`src/include/p34_pkg.sv`:
```
// Constants and types shared by the port 3 / port 4 pin control logic
package p34_pkg;

  // ****************************************************************
  // Bus geometry
  // ****************************************************************
  localparam int AW = 18;
  localparam int DW = 32;

  // ****************************************************************
  // Register indices; byte address is four times the index
  // ****************************************************************
  localparam logic [15:0] IDX_P4_DATA = 16'hFFD7;
  localparam logic [15:0] IDX_P4_DIR  = 16'hFFE7;
  localparam logic [15:0] IDX_P3_MODE = 16'hFFD0;
  localparam logic [15:0] IDX_P3_DATA = 16'hFFD6;
  localparam logic [15:0] IDX_P3_DIR  = 16'hFFE6;
  localparam logic [15:0] IDX_P3_PU   = 16'hFFE1;

  localparam logic [AW-1:0] ADR_P4_DATA = {IDX_P4_DATA, 2'b00};
  localparam logic [AW-1:0] ADR_P4_DIR  = {IDX_P4_DIR, 2'b00};
  localparam logic [AW-1:0] ADR_P3_MODE = {IDX_P3_MODE, 2'b00};
  localparam logic [AW-1:0] ADR_P3_DATA = {IDX_P3_DATA, 2'b00};
  localparam logic [AW-1:0] ADR_P3_DIR  = {IDX_P3_DIR, 2'b00};
  localparam logic [AW-1:0] ADR_P3_PU   = {IDX_P3_PU, 2'b00};

  // ****************************************************************
  // Reset values and field positions
  // ****************************************************************
  localparam logic [7:0] RST_P4_DATA = 8'hF8;
  localparam logic [7:0] RST_P4_DIR  = 8'hF8;
  localparam logic [7:0] RST_P3      = 8'h00;
  localparam logic [7:0] P4_UNUSED   = 8'hF0;
  localparam logic [7:0] ALL_ONES    = 8'hFF;
  localparam int P4_IO_BITS  = 3;
  localparam int P4_IN_BIT   = 3;
  localparam int MODE_CLK    = 0;
  localparam int MODE_SIN    = 1;
  localparam int MODE_SOUT   = 2;

  // ****************************************************************
  // Operating modes of the chip
  // ****************************************************************
  typedef enum logic [2:0] {
    OP_ACTIVE    = 3'h0,
    OP_SUBACTIVE = 3'h1,
    OP_SLEEP     = 3'h3,
    OP_SUBSLEEP  = 3'h2,
    OP_WATCH     = 3'h6,
    OP_STANDBY   = 3'h7
  } p34_opmode_t;

endpackage

```
`src/logic/p34_pin_cell.sv`:
```
// One pad driver: freezes in low-power modes; in standby floats unless pulled up, then drives high
`timescale 1ns/10ps
`default_nettype none

module p34_pin_cell #(
  parameter bit HAS_PU = 1'b1
) (
  input  wire logic mclk,
  input  wire logic nrst,
  input  wire logic funcOut,
  input  wire logic funcOe,
  input  wire logic puOn,
  input  wire logic hold,
  input  wire logic park,
  output logic      pinOut,
  output logic      pinOe,
  output logic      pinPu
);

  // ****************************************************************
  // Pad state
  // ****************************************************************
  // reset floats pad
  always_ff @(posedge mclk or negedge nrst) begin
    if (!nrst) begin
      pinOe  <= 1'b0;
      pinOut <= 1'b0;
    end else if (park) begin
      pinOe  <= HAS_PU & puOn;
      pinOut <= 1'b1;
    end else if (!hold) begin
      pinOe  <= funcOe;
      pinOut <= funcOut;
    end
  end

  always_ff @(posedge mclk or negedge nrst) begin
    if (!nrst) begin
      pinPu <= 1'b0;
    end else if (!hold) begin
      pinPu <= HAS_PU & puOn;
    end
  end

endmodule

`default_nettype wire

```
`src/logic/p34_pin_ctrl.sv`:
```
// Port 3 / port 4 pin control with APB register access
//
// Behaviour
// - Port 3 pin 1 becomes serial 1 data input when its select is 1.
// - Port 3 pin 0 is serial clock when selected; source bit sets direction.
// - Port 3 floats in reset, freezes in sleeps and watch, drives pull-up pins high in standby, else works.
// - In standby, port 3 pins with pull-up on present a high level.
// - Port 3 pull-up is on only when direction is 0 and enable is 1.
// - Reset turns all port 3 pull-ups off.
// - Port 4 has three bidirectional pins and one input-only pin.
// - Port 4 data register is 8 bits; bits 2-0 data, bit 3 read-only.
// - Port 4 read of an output pin returns the latched data bit.
// - Port 4 read of an input pin returns the pin level.
// - Port 4 data register resets to F8.
// - Port 4 pins 2-0 drive when direction bit is 1, else input.
// - Port 4 settings apply only while serial 3 leaves the pin general.
// - Port 4 direction register resets to F8.
// - Port 4 direction register is write-only and reads all ones.
// - Port 3 mode: clock select bit 0, input select bit 1, reset 0.
//
// Implementation choice: the APB interface to the registers.
`timescale 1ns/10ps
`default_nettype none

module p34_pin_ctrl
(
  input  wire logic                  mclk,
  input  wire logic                  nrst,
  // APB slave
  input  wire logic                  psel,
  input  wire logic                  penable,
  input  wire logic                  pwrite,
  input  wire logic [p34_pkg::AW-1:0] paddr,
  input  wire logic [p34_pkg::DW-1:0] pwdata,
  output logic                       pready,
  output logic [p34_pkg::DW-1:0]     prdata,
  output logic                       pslverr,
  // Chip operating mode
  input  wire p34_pkg::p34_opmode_t  opMode,
  // Serial channel 1 side
  input  wire logic                  serOneClockSource,
  input  wire logic                  serOneClkOut,
  input  wire logic                  serOneDataOut,
  output logic                       serOneClkIn,
  output logic                       serOneDataIn,
  // Serial channel 3 side, one bit per port 4 pin 2..0; pin input covers pins 3..0
  input  wire logic [2:0]            serThreeAltSel,
  input  wire logic [2:0]            serThreeAltOe,
  input  wire logic [2:0]            serThreeAltOut,
  output logic [3:0]                 serThreePinIn,
  // Port 3 pads
  input  wire logic [7:0]            portThreeIn,
  output logic [7:0]                 portThreeOut,
  output logic [7:0]                 portThreeOe,
  output logic [7:0]                 portThreePullup,
  // Port 4 pads
  input  wire logic [3:0]            portFourIn,
  output logic [2:0]                 portFourOut,
  output logic [2:0]                 portFourOe
);

  import p34_pkg::*;

  // ****************************************************************
  // Registers and decode
  // ****************************************************************
  logic [7:0] portThreeModeSelect_r;
  logic [7:0] portThreeData_r;
  logic [7:0] portThreeDirection_r;
  logic [7:0] portThreePullupEnable_r;
  logic [2:0] portFourData_r;
  logic [2:0] portFourDirection_r;

  logic       setup;
  logic       wrEn;
  logic       hitP4Data;
  logic       hitP4Dir;
  logic       hitP3Mode;
  logic       hitP3Data;
  logic       hitP3Dir;
  logic       hitP3Pu;
  logic       mapped;
  logic [7:0] rdByte;
  logic [7:0] p4ReadBack;
  logic [7:0] p3ReadBack;

  // Zero-wait slave: decode in setup, complete in the access cycle
  assign setup   = psel & ~penable;
  assign pready  = 1'b1;
  assign wrEn    = psel & penable & pwrite & mapped;

  assign hitP4Data = (paddr == ADR_P4_DATA);
  assign hitP4Dir  = (paddr == ADR_P4_DIR);
  assign hitP3Mode = (paddr == ADR_P3_MODE);
  assign hitP3Data = (paddr == ADR_P3_DATA);
  assign hitP3Dir  = (paddr == ADR_P3_DIR);
  assign hitP3Pu   = (paddr == ADR_P3_PU);
  assign mapped    = hitP4Data | hitP4Dir | hitP3Mode |
                     hitP3Data | hitP3Dir | hitP3Pu;

  // ****************************************************************
  // Write strobes
  // ****************************************************************
  logic wrP4Data;
  logic wrP4Dir;
  logic wrP3Mode;
  logic wrP3Data;
  logic wrP3Dir;
  logic wrP3Pu;

  // Writes land at the access edge only; setup loads only prdata and pslverr
  assign wrP4Data = wrEn & hitP4Data;
  assign wrP4Dir  = wrEn & hitP4Dir;
  assign wrP3Mode = wrEn & hitP3Mode;
  assign wrP3Data = wrEn & hitP3Data;
  assign wrP3Dir  = wrEn & hitP3Dir;
  assign wrP3Pu   = wrEn & hitP3Pu;

  // ****************************************************************
  // Port 3 registers
  // ****************************************************************
  // mode selects reset to general I/O
  always_ff @(posedge mclk or negedge nrst) begin
    if (!nrst) begin
      portThreeModeSelect_r <= RST_P3;
    end else if (wrP3Mode) begin
      portThreeModeSelect_r <= pwdata[7:0];
    end
  end

  always_ff @(posedge mclk or negedge nrst) begin
    if (!nrst) begin
      portThreeData_r <= RST_P3;
    end else if (wrP3Data) begin
      portThreeData_r <= pwdata[7:0];
    end
  end

  always_ff @(posedge mclk or negedge nrst) begin
    if (!nrst) begin
      portThreeDirection_r <= RST_P3;
    end else if (wrP3Dir) begin
      portThreeDirection_r <= pwdata[7:0];
    end
  end

  always_ff @(posedge mclk or negedge nrst) begin
    if (!nrst) begin
      portThreePullupEnable_r <= RST_P3;
    end else if (wrP3Pu) begin
      portThreePullupEnable_r <= pwdata[7:0];
    end
  end

  // ****************************************************************
  // Port 4 registers
  // ****************************************************************
  // only pins 2-0 stored
  always_ff @(posedge mclk or negedge nrst) begin
    if (!nrst) begin
      portFourData_r <= RST_P4_DATA[P4_IO_BITS-1:0];
    end else if (wrP4Data) begin
      portFourData_r <= pwdata[P4_IO_BITS-1:0];
    end
  end

  always_ff @(posedge mclk or negedge nrst) begin
    if (!nrst) begin
      portFourDirection_r <= RST_P4_DIR[P4_IO_BITS-1:0];
    end else if (wrP4Dir) begin
      portFourDirection_r <= pwdata[P4_IO_BITS-1:0];
    end
  end

  // ****************************************************************
  // Read-back
  // ****************************************************************
  // Upper bits read as ones and are never stored
  always_comb begin
    p4ReadBack = P4_UNUSED;
    p4ReadBack[P4_IN_BIT] = portFourIn[P4_IN_BIT];
    for (int i = 0; i < P4_IO_BITS; i++) begin
      p4ReadBack[i] = portFourDirection_r[i] ? portFourData_r[i]
                                             : portFourIn[i];
    end
  end

  // Port 3 read follows the same latch-or-pad choice as port 4
  always_comb begin
    for (int i = 0; i < 8; i++) begin
      p3ReadBack[i] = portThreeDirection_r[i] ? portThreeData_r[i]
                                              : portThreeIn[i];
    end
  end

  // Unmapped addresses read as zero and raise pslverr
  always_comb begin
    rdByte = 8'h00;
    unique case (1'b1)
      hitP4Data: rdByte = p4ReadBack;
      hitP4Dir:  rdByte = ALL_ONES;
      hitP3Mode: rdByte = portThreeModeSelect_r;
      hitP3Data: rdByte = p3ReadBack;
      hitP3Dir:  rdByte = portThreeDirection_r;
      hitP3Pu:   rdByte = portThreePullupEnable_r;
      default:   rdByte = 8'h00;
    endcase
  end

  // Read data and error are captured in setup so they come from flops
  always_ff @(posedge mclk or negedge nrst) begin
    if (!nrst) begin
      prdata <= '0;
    end else if (setup) begin
      prdata <= {24'h000000, pwrite ? 8'h00 : rdByte};
    end
  end

  always_ff @(posedge mclk or negedge nrst) begin
    if (!nrst) begin
      pslverr <= 1'b0;
    end else if (setup) begin
      pslverr <= ~mapped;
    end
  end

  // ****************************************************************
  // Operating mode decode
  // ****************************************************************
  logic holdPads;
  logic parkPads;

  // Unused mode codes fall through to full function
  // freeze in sleep, sub-sleep and watch modes
  assign holdPads = (opMode == OP_SLEEP) | (opMode == OP_SUBSLEEP) |
                    (opMode == OP_WATCH);
  assign parkPads = (opMode == OP_STANDBY);

  // ****************************************************************
  // Port 3 pin functions
  // ****************************************************************
  logic [7:0] p3FuncOut;
  logic [7:0] p3FuncOe;
  logic [7:0] p3PuOn;

  always_comb begin
    p3FuncOut = portThreeData_r;
    p3FuncOe  = portThreeDirection_r;
    if (portThreeModeSelect_r[MODE_CLK]) begin
      p3FuncOut[0] = serOneClkOut;
      p3FuncOe[0]  = ~serOneClockSource;
    end
    if (portThreeModeSelect_r[MODE_SIN]) begin
      p3FuncOut[1] = 1'b0;
      p3FuncOe[1]  = 1'b0;
    end
    if (portThreeModeSelect_r[MODE_SOUT]) begin
      p3FuncOut[2] = serOneDataOut;
      p3FuncOe[2]  = 1'b1;
    end
  end

  // Pull-up ignores which function owns the pin
  // pull-up only on inputs
  assign p3PuOn = ~portThreeDirection_r & portThreePullupEnable_r;

  // Serial side sees the pad only while the pin is handed to it
  // data input routed
  assign serOneDataIn = portThreeModeSelect_r[MODE_SIN] & portThreeIn[1];
  assign serOneClkIn  = portThreeModeSelect_r[MODE_CLK] &
                        serOneClockSource & portThreeIn[0];

  genvar g;
  generate
    for (g = 0; g < 8; g++) begin : gP3
      p34_pin_cell #(.HAS_PU(1'b1)) uCell (
        .mclk    (mclk),
        .nrst    (nrst),
        .funcOut (p3FuncOut[g]),
        .funcOe  (p3FuncOe[g]),
        .puOn    (p3PuOn[g]),
        .hold    (holdPads),
        .park    (parkPads),
        .pinOut  (portThreeOut[g]),
        .pinOe   (portThreeOe[g]),
        .pinPu   (portThreePullup[g])
      );
    end
  endgenerate

  // ****************************************************************
  // Port 4 pin functions
  // ****************************************************************
  logic [2:0] p4FuncOut;
  logic [2:0] p4FuncOe;

  always_comb begin
    for (int i = 0; i < P4_IO_BITS; i++) begin
      // Ownership overrides both direction and data
      // serial 3 owns pin
      p4FuncOut[i] = serThreeAltSel[i] ? serThreeAltOut[i]
                                       : portFourData_r[i];
      p4FuncOe[i]  = serThreeAltSel[i] ? serThreeAltOe[i]
                                       : portFourDirection_r[i];
    end
  end

  assign serThreePinIn = portFourIn;

  // Pin 3 is input only, so it needs no pad cell
  generate
    for (g = 0; g < P4_IO_BITS; g++) begin : gP4
      p34_pin_cell #(.HAS_PU(1'b0)) uCell (
        .mclk    (mclk),
        .nrst    (nrst),
        .funcOut (p4FuncOut[g]),
        .funcOe  (p4FuncOe[g]),
        .puOn    (1'b0),
        .hold    (holdPads),
        .park    (parkPads),
        .pinOut  (portFourOut[g]),
        .pinOe   (portFourOe[g]),
        .pinPu   ()
      );
    end
  endgenerate

endmodule

`default_nettype wire

```
`config.mk`:
```
export PLATFORM = sky130hd
export DESIGN_NAME = p34_pin_ctrl
export DESIGN_NICKNAME = d
export VERILOG_FILES = /design/src/include/p34_pkg.sv /design/src/logic/p34_pin_cell.sv /design/src/logic/p34_pin_ctrl.sv
export SDC_FILE = /design/constraint.sdc
export NUM_CORES = 1
export LEC_CHECK = 0
export BUFFER_PORTS_ARGS = -buffer_cell sky130_fd_sc_hd__buf_2
export CAP_MARGIN = 0
export CORE_MARGIN = 3
export CORE_UTILIZATION = 50
export DETAILED_ROUTE_END_ITERATION = 10
export GPL_TIMING_DRIVEN = 0
export PLACE_DENSITY = 0.81
export RECOVER_POWER = 100
export SKIP_CTS_REPAIR_TIMING = 1
export SLEW_MARGIN = 20
export SYNTH_ARGS = -nofsm -noshare
export SYNTH_HDL_FRONTEND = slang
export SYNTH_HIERARCHICAL = 1
export SYNTH_SLANG_ARGS = --single-unit
```
`constraint.sdc`:
```
create_clock -name mclk -period 1.7 [get_ports mclk]
set_input_delay 0.17 -clock mclk [delete_from_list [all_inputs] [get_ports mclk]]
set_output_delay 0.17 -clock mclk [all_outputs]
set_load 0.005 [all_outputs]
```
==> impl_metrics.py, run 1 <==
metrics = {
    "run": {
        "maxCapViolations": 0,
    },
    "floorplan": {
        "core-area_um2": 7770,
        "die_height_um": 95.8,
        "rows": 32,
        "pin_count": 152,
        "die-area_um2": 9170,
        "start_util": 0.519,
        "die_w_um": 95.8,
    },
    "power_and_ir_drop": {
        "ir_worst_vdd_mv": 0.443,
        "p_leak_nw": 2.62,
        "p_total_mw": 3.85,
        "powerDensity_nw_per_um2": 746,
    },
    "grt": {
        "overflow": 0,
        "grt_max_degree": 41,
        "antenna_found_initial": 0,
        "grt_usage": 0.223,
        "grt_pass1_vias": 3121,
        "grt_pass1_wl_mm": 15.4,
    },
    "detailed_routing": {
        "wirelength_mm": 10.3,
        "wire_per_inst_um": 16.6,
        "antenna_left": 0,
        "vias": 3361,
        "drt_pre_antenna_iters": 5,
        "drc": 0,
        "avgViaCountPerCell": 5.39,
        "drt_iter0_drc": 219,
    },
    "clocking": {
        "clk_pin_slew_ns": 0.07,
        "htreeDepth": 3,
        "cts_sinks": 77,
        "root_buffer": "clkbuf_8",
        "worstSkewPairLatency_ns": 0.35,
        "cts.path.max_buffers": 2,
        "cts_buffers": 9,
        "cts_tree": "yes",
    },
    "run_status": {
        "outcome": "complete, no violations",
    },
    "critical_path": {
        "cp_data_arrival_time_ns": 1.93,
        "crit_required_ns": 1.94,
        "crit_fanout": 6,
        "path_class": "input port to flop",
        "worstSetupEndpointType": "flop",
        "critPathLaunchType": "input port",
    },
    "sta": {
        "hold_viol_final": 0,
        "fmax_mhz": 590,
        "post-route-period-util": 0.997,
        "min_period_ns": 1.69,
        "slew_headroom": 0.376,
        "hold_slack_ns": 0.0794,
        "skew_ns": 0.00756,
        "setup_viol": 0,
        "drv_slew": 0,
        "tightest_slew_ns": 0.936,
    },
    "placed_design": {
        "place_congestion": 0.901,
        "hpwl_mm": 7.43,
        "portBuffers": 100,
        "place_area_um2": 4860,
        "place_inst": 595,
    },
    "synth": {
        "netlist_area_um2": 4030,
        "yosys_warnings": 6,
        "avgSynthCellArea_um2": 10.9,
        "netlist_instances": 368,
    },
    "cells_and_area": {
        "final_nets": 599,
        "most-common-layout-cells": "77 x dfrtp_1, 74 x buf_2, 47 x mux2_2, 39 x buf_4, 30 x clkbuf_1",
        "diodes": 0,
        "stdcell_area_um2": 5160,
        "final_common_cell": "dfrtp_1",
        "fin_cells": 624,
        "drive_gt1_frac": 0.385,
        "area_growth_pct": 28.1,
    },
    "worst_hold_path": {
        "hold_path_class": "input port to flop",
    },
}
worst paths after layout:
path / end / cells past startpoint / start / slack, ns
min in group asynchronous: gP4[1].uCell/pinOut / 2 / nrst / 0.51
max reg2reg: prdata[1] / 5 / portThreeDirection_r[1] / 0.39
max in group asynchronous: prdata[6] / 3 / nrst / 0.33
min: portThreeData_r[6] / 3 / pwdata[6] / 0.08
max: portThreeData_r[1] / 7 / paddr[8] / 0.006
min reg2reg: gP4[0].uCell/pinOut / 1 / gP4[0].uCell/pinOut / 0.49
per-layer routing:
| layer | global-route usage | routed length, µm | share of wire |
|---|---|---|---|
| met1 | 0.282 | 4250 | 0.41 |
| met2 | 0.377 | 5150 | 0.50 |
| met3 | 0.0477 | 731 | 0.071 |
| met4 | 0.0806 | 204 | 0.020 |
| met5 | 0 | 0 | 0 |
worst max-delay path: stages:
cell,delay [ns]
buf_2,0.07
and4_4,0.22
or4b_4,0.48
buf_8,0.16
nor4_4,0.30
buf_6,0.18
mux2_2,0.33
report_power, final:
| part | leakage (nW) | internal, mW | switching (mW) | total [mW] |
|---|---|---|---|---|
| clock network | 0.116 | 0.903 | 0.658 | 1.56 |
| registers | 1.02 | 1.86 | 0.0192 | 1.88 |
| logic | 1.48 | 0.187 | 0.220 | 0.407 |
stage by stage:
step	util	TNS, ns	setup slack (ns)
floorplan	-	-2.29	-0.148
global placement	0.619	-23.46	-0.670
detailed placement	0.625	-17.06	-0.680
CTS	0.654	-3.00	-0.312
global route	0.664	-0.310	-0.0576
finish	0.664	0	0.00584
registers in the layout, indices dropped and copies added (netlist names):
register                 cells
portFourData_r               3
pslverr                      1
prdata                       8
portThreePullupEnable_r      8
gP4.uCell/pinOut             3
portThreeDirection_r         8
gP3.uCell/pinPu              8
portThreeData_r              8
gP3.uCell/pinOe              8
portFourDirection_r          3
gP3.uCell/pinOut             8
portThreeModeSelect_r        8
gP4.uCell/pinOe              3
layout make-up:
type,instances,area [µm²]
Clock buffer,12,155
Clock inverter,4,70.1
Tap cell,102,128
Timing Repair Buffer,116,613
Inverter,5,18.8
Multi-Input combinational cell,269,1950
Fill cell,607,2610
Sequential cell,77,1930
Buffer,39,297
(Power assumes the default switching activity.)
==> run 2: changes to the inputs <==
Settings changed: GPL_TIMING_DRIVEN 0 to default.
==> impl_metrics.py, run 2 (synthesized netlist as in run 1, its figures left out) <==
metrics = {
    "run": {
        "maxCapViolations": 0,
    },
    "critical_path": {
        "critPathLaunchType": "input port",
        "path_class": "input port to flop",
        "r2r_end": "prdata[2]",
        "worstSetupEndpointType": "flop",
        "crit_required_ns": 1.93,
        "ff2ff_setup_slack_ns": 0.34,
        "ff2ff_path_depth": 4,
        "crit_fanout": 3,
        "cp_data_arrival_time_ns": 1.90,
        "rr_startpoint": "portThreePullupEnable_r[2]",
    },
    "detailed_routing": {
        "wire_per_inst_um": 16.9,
        "antenna_left": 0,
        "wirelength_mm": 10.4,
        "vias": 3331,
        "drt_pre_antenna_iters": 5,
        "avgViaCountPerCell": 5.41,
        "drc": 0,
        "drt_iter0_drc": 191,
    },
    "cells_and_area": {
        "stdcell_area_um2": 5000,
        "most-common-layout-cells": "77 x dfrtp_1, 72 x buf_2, 50 x mux2_2, 35 x clkbuf_1, 33 x buf_4",
        "diodes": 0,
        "fill_cells": 659,
        "area_growth_pct": 24.1,
        "drive_gt1_frac": 0.362,
        "final_nets": 591,
        "final_common_cell": "dfrtp_1",
        "fin_cells": 616,
    },
    "power_and_ir_drop": {
        "intPower_mw": 2.75,
        "comb_power_share": 0.104,
        "powerDensity_nw_per_um2": 736,
        "p_leak_nw": 2.50,
        "p_sw_mw": 0.928,
        "power_frac_seq": 0.511,
        "switching_share": 0.252,
        "ir_worst_vdd_mv": 0.454,
        "p_clk_frac": 0.384,
    },
    "worst_hold_path": {
        "min_to": "portThreeDirection_r[4]",
        "hold_path_class": "input port to flop",
        "hold_depth": 3,
        "min-delay-start": "pwdata[4]",
    },
    "run_status": {
        "outcome": "complete, no violations",
    },
    "floorplan": {
        "die_w_um": 95.8,
        "rows": 32,
        "die-area_um2": 9170,
        "start_util": 0.519,
        "pin_count": 152,
        "die_height_um": 95.8,
        "core-area_um2": 7770,
    },
    "grt": {
        "busiest_layer": "met2",
        "grt_usage": 0.235,
        "gr-usage-met3": 0.0391,
        "use_met1": 0.332,
        "overflow": 0,
        "grt_pass1_vias": 3207,
        "grtUsageMet2": 0.375,
        "antenna_found_initial": 0,
        "grt_max_degree": 45,
        "grt_pass1_wl_mm": 16.2,
    },
    "sta": {
        "min_period_ns": 1.67,
        "hold_slack_ns": 0.0897,
        "worst_slack_ns": 0.0340,
        "setup_viol": 0,
        "fmax_mhz": 600,
        "hold_viol_final": 0,
        "drv_slew": 0,
        "skew_ns": 0.0134,
        "slew_headroom": 0.327,
        "tightest_slew_ns": 1.01,
        "rsz0062_at_grt": "false",
        "post-route-period-util": 0.980,
    },
    "placed_design": {
        "place_inst": 599,
        "dp_slack_ns": -0.322,
        "place_congestion": 0.902,
        "place_area_um2": 4880,
        "hpwl_mm": 7.81,
        "portBuffers": 102,
    },
    "clocking": {
        "worstSkewPairLatency_ns": 0.35,
        "cts.path.max_buffers": 2,
        "clk_pin_slew_ns": 0.07,
        "cts_buffers": 9,
        "cts_tree": "yes",
        "htreeDepth": 3,
        "root_buffer": "clkbuf_8",
        "cts_sinks": 77,
    },
}
[run 2: power groups by stage]
| stage | combinational (mW) | clock, mW | sequential (mW) |
|---|---|---|---|
| final | 0.384 | 1.41 | 1.88 |
| after global routing | 0.429 | 1.53 | 1.89 |
| after CTS | 0.399 | 1.44 | 1.88 |
| after detailed placement | 0.398 | 0 | 1.92 |
| after global placement | 0.388 | 0 | 1.92 |
| after floorplan | 0.196 | 0 | 1.92 |
[run 2: area by class of cell]
type	count	area [µm²]	share of cell area
tap	102	128	0.0255
timing repair buffer	147	793	0.159
clock inverter	5	58.8	0.0118
inverter	5	18.8	0.00375
clock buffer	11	141	0.0283
sequential	77	1930	0.385
multi-input combinational	269	1930	0.386
[run 2: worst max path at each step]
stage               from                 endpoint
3_5_place_dp   paddr[11]   portFourDirection_r[2]
5_1_grt        paddr[11]   portFourDirection_r[0]
2_1_floorplan  paddr[11]  portThreeDirection_r[1]
4_1_cts        paddr[11]   portFourDirection_r[2]
3_3_place_gp   paddr[11]   portFourDirection_r[0]
6_report        paddr[5]  portThreeDirection_r[3]
[run 2: per-stage QoR]
step	TNS (ns)	util	power [mW]
after floorplan	-2.29	-	2.12
after global placement	-7.73	0.629	2.31
after detailed placement	-8.82	0.629	2.32
after CTS	0	0.654	3.72
after global routing	0	0.644	3.84
final	0	0.644	3.68
[run 2: per-layer routing]
layer,part of all wire,routed length [µm],vias up
met5,0,0,-
met4,0.015,157,0
met3,0.061,638,15
met2,0.48,4970,131
met1,0.44,4620,1627
li1,-,-,1558
[run 2: critical path, stage by stage]
cell and delay [ns]:
buf_2 0.10, nand3b_1 0.21, or3_1 0.44, buf_4 0.17
nor4_4 0.14, clkbuf_1 0.28, mux2_2 0.38
==> run 3: changes to the inputs <==
Settings changed: CELL_PAD_IN_SITES_DETAIL_PLACEMENT from default to 1, CELL_PAD_IN_SITES_GLOBAL_PLACEMENT from default to 2, CORE_ASPECT_RATIO from default to 0.8, CORE_UTILIZATION 50 to 30, PLACE_DENSITY 0.81 to default, PLACE_DENSITY_LB_ADDON from default to 0.1.
==> impl_metrics.py, run 3 (synthesized netlist as in run 1, its figures left out) <==
metrics = {
    "cells_and_area": {
        "utilization": 0.412,
        "drive_gt1_frac": 0.393,
        "final_common_cell": "buf_2",
        "regArea_um2": 1930,
        "fill_cells": 1516,
        "most-common-layout-cells": "78 x buf_2, 77 x dfrtp_1, 46 x mux2_2, 41 x buf_4, 26 x nand2_1",
        "diodes": 0,
        "final_nets": 594,
        "area_growth_pct": 32.9,
        "fin_cells": 692,
        "multi_input_area_um2": 1970,
    },
    "grt": {
        "antenna_found_initial": 0,
        "grt_max_degree": 49,
        "grt_pass1_wl_mm": 18.9,
        "grt_usage": 0.168,
        "grt_pass1_vias": 3329,
        "overflow": 0,
    },
    "critical_path": {
        "ff2ff_path_depth": 3,
        "rr_startpoint": "portThreeModeSelect_r[0]",
        "path_cells": "buf_2, and4_4, or4b_4, buf_8, nor4_4, buf_4, buf_12, mux2_2",
        "critPathLaunchType": "input port",
        "r2r_end": "gP3[0].uCell/pinOut",
        "cp_data_arrival_time_ns": 1.91,
        "cp-startpoint": "paddr[11]",
        "cpPeakStageDelay_ns": 0.52,
        "worstSetupEndpointType": "flop",
        "path_class": "input port to flop",
        "cp-endpoint": "portThreeData_r[5]",
        "crit_slowest_cell": "or4b_4",
        "crit_fanout": 6,
        "crit_required_ns": 1.92,
        "ff2ff_setup_slack_ns": 0.36,
    },
    "floorplan": {
        "core-area_um2": 13000,
        "die_height_um": 110,
        "start_util": 0.310,
        "rows": 37,
        "die_w_um": 136,
        "die-area_um2": 14900,
        "pin_count": 152,
    },
    "clocking": {
        "worstSkewPairLatency_ns": 0.34,
        "cts_buffers": 9,
        "htreeDepth": 3,
        "cts_sinks": 77,
        "cts_tree": "yes",
        "cts.path.max_buffers": 2,
        "clk_pin_slew_ns": 0.06,
        "root_buffer": "clkbuf_16",
    },
    "sta": {
        "setup_viol": 0,
        "finalSetupTns_ns": 0,
        "min_period_ns": 1.69,
        "rsz0062_at_grt": "true",
        "fmax_mhz": 591,
        "skew_ns": 0.00699,
        "hold_viol_final": 0,
        "tightest_slew_ns": 1.09,
        "slew_headroom": 0.274,
        "post-route-period-util": 0.996,
        "drv_slew": 0,
    },
    "run": {
        "maxCapViolations": 0,
    },
    "detailed_routing": {
        "drt_iter0_drc": 85,
        "drc": 0,
        "wirelength_mm": 12.5,
        "avgViaCountPerCell": 4.83,
        "vias": 3341,
        "antenna_left": 0,
        "drt_pre_antenna_iters": 4,
        "wire_per_inst_um": 18.1,
    },
    "placed_design": {
        "hpwl_mm": 9.20,
        "place_congestion": 0.884,
        "place_inst": 672,
        "portBuffers": 102,
    },
    "power_and_ir_drop": {
        "ir_worst_vdd_mv": 0.422,
        "p_total_mw": 4.40,
        "powerDensity_nw_per_um2": 821,
        "p_leak_nw": 2.67,
    },
    "run_status": {
        "outcome": "complete, no violations",
    },
    "worst_hold_path": {
        "hold_path_class": "input port to flop",
    },
}
run 3: changes by cell type in the layout (fill, tap and decap cells not counted), sizes merged:
cell,previous run,this run
inv,6,5
clkinv,1,2
bufinv,1,2
buf,107,123
clkinvlp,2,0
clkbuf,50,38
run 3: layer usage:
layer  GRT usage  vias up  wire length, µm
li1            -     1560                -
met1       0.238     1683             6080
met2       0.263       88             5620
met3      0.0366       10              671
met4      0.0410        0              123
met5           0        -                0
run 3: worst min-delay path by stage:
stage,start,to,slack (ns),depth (start not counted)
global placement,nrst,gP3[0].uCell/pinOut,0.14,1
global route,pwdata[6],portThreeModeSelect_r[6],0.12,2
detailed placement,nrst,gP3[0].uCell/pinOut,0.14,1
CTS,nrst,gP3[0].uCell/pinOut,-0.22,1
floorplan,nrst,gP3[0].uCell/pinOe,-0.13,0
finish,pwdata[7],portThreeDirection_r[7],0.10,3
run 3: area by class of cell:
class | instances | share of cell area
Clock inverter | 4 | 0.0131
Multi-Input combinational cell | 269 | 0.367
Clock buffer | 12 | 0.0479
Inverter | 5 | 0.00351
Tap cell | 175 | 0.0409
Timing Repair Buffer | 150 | 0.167
Sequential cell | 77 | 0.360
run 3: worst max-delay path, delay by kind of cell:
kind	cells	cell delay, ns
buffers and inverters	4	0.55
multiplexers	1	0.32
AND/OR/NAND/NOR	3	0.86
run 3: metrics by stage:
step	hold WS, ns	setup WS [ns]	area (µm²)
after detailed placement	0.140	-0.310	5000
final	0.102	0.00736	5350
after floorplan	-0.126	-0.148	4180
after global placement	0.138	-0.272	5000
after CTS	-0.216	0.0293	5330
after global routing	0.115	-0.0171	5350
run 3: where the power goes:
part | switching [mW] | leakage [nW] | internal (mW)
registers | 0.0182 | 1.02 | 1.87
logic | 0.231 | 1.48 | 0.169
clock network | 0.750 | 0.163 | 1.36
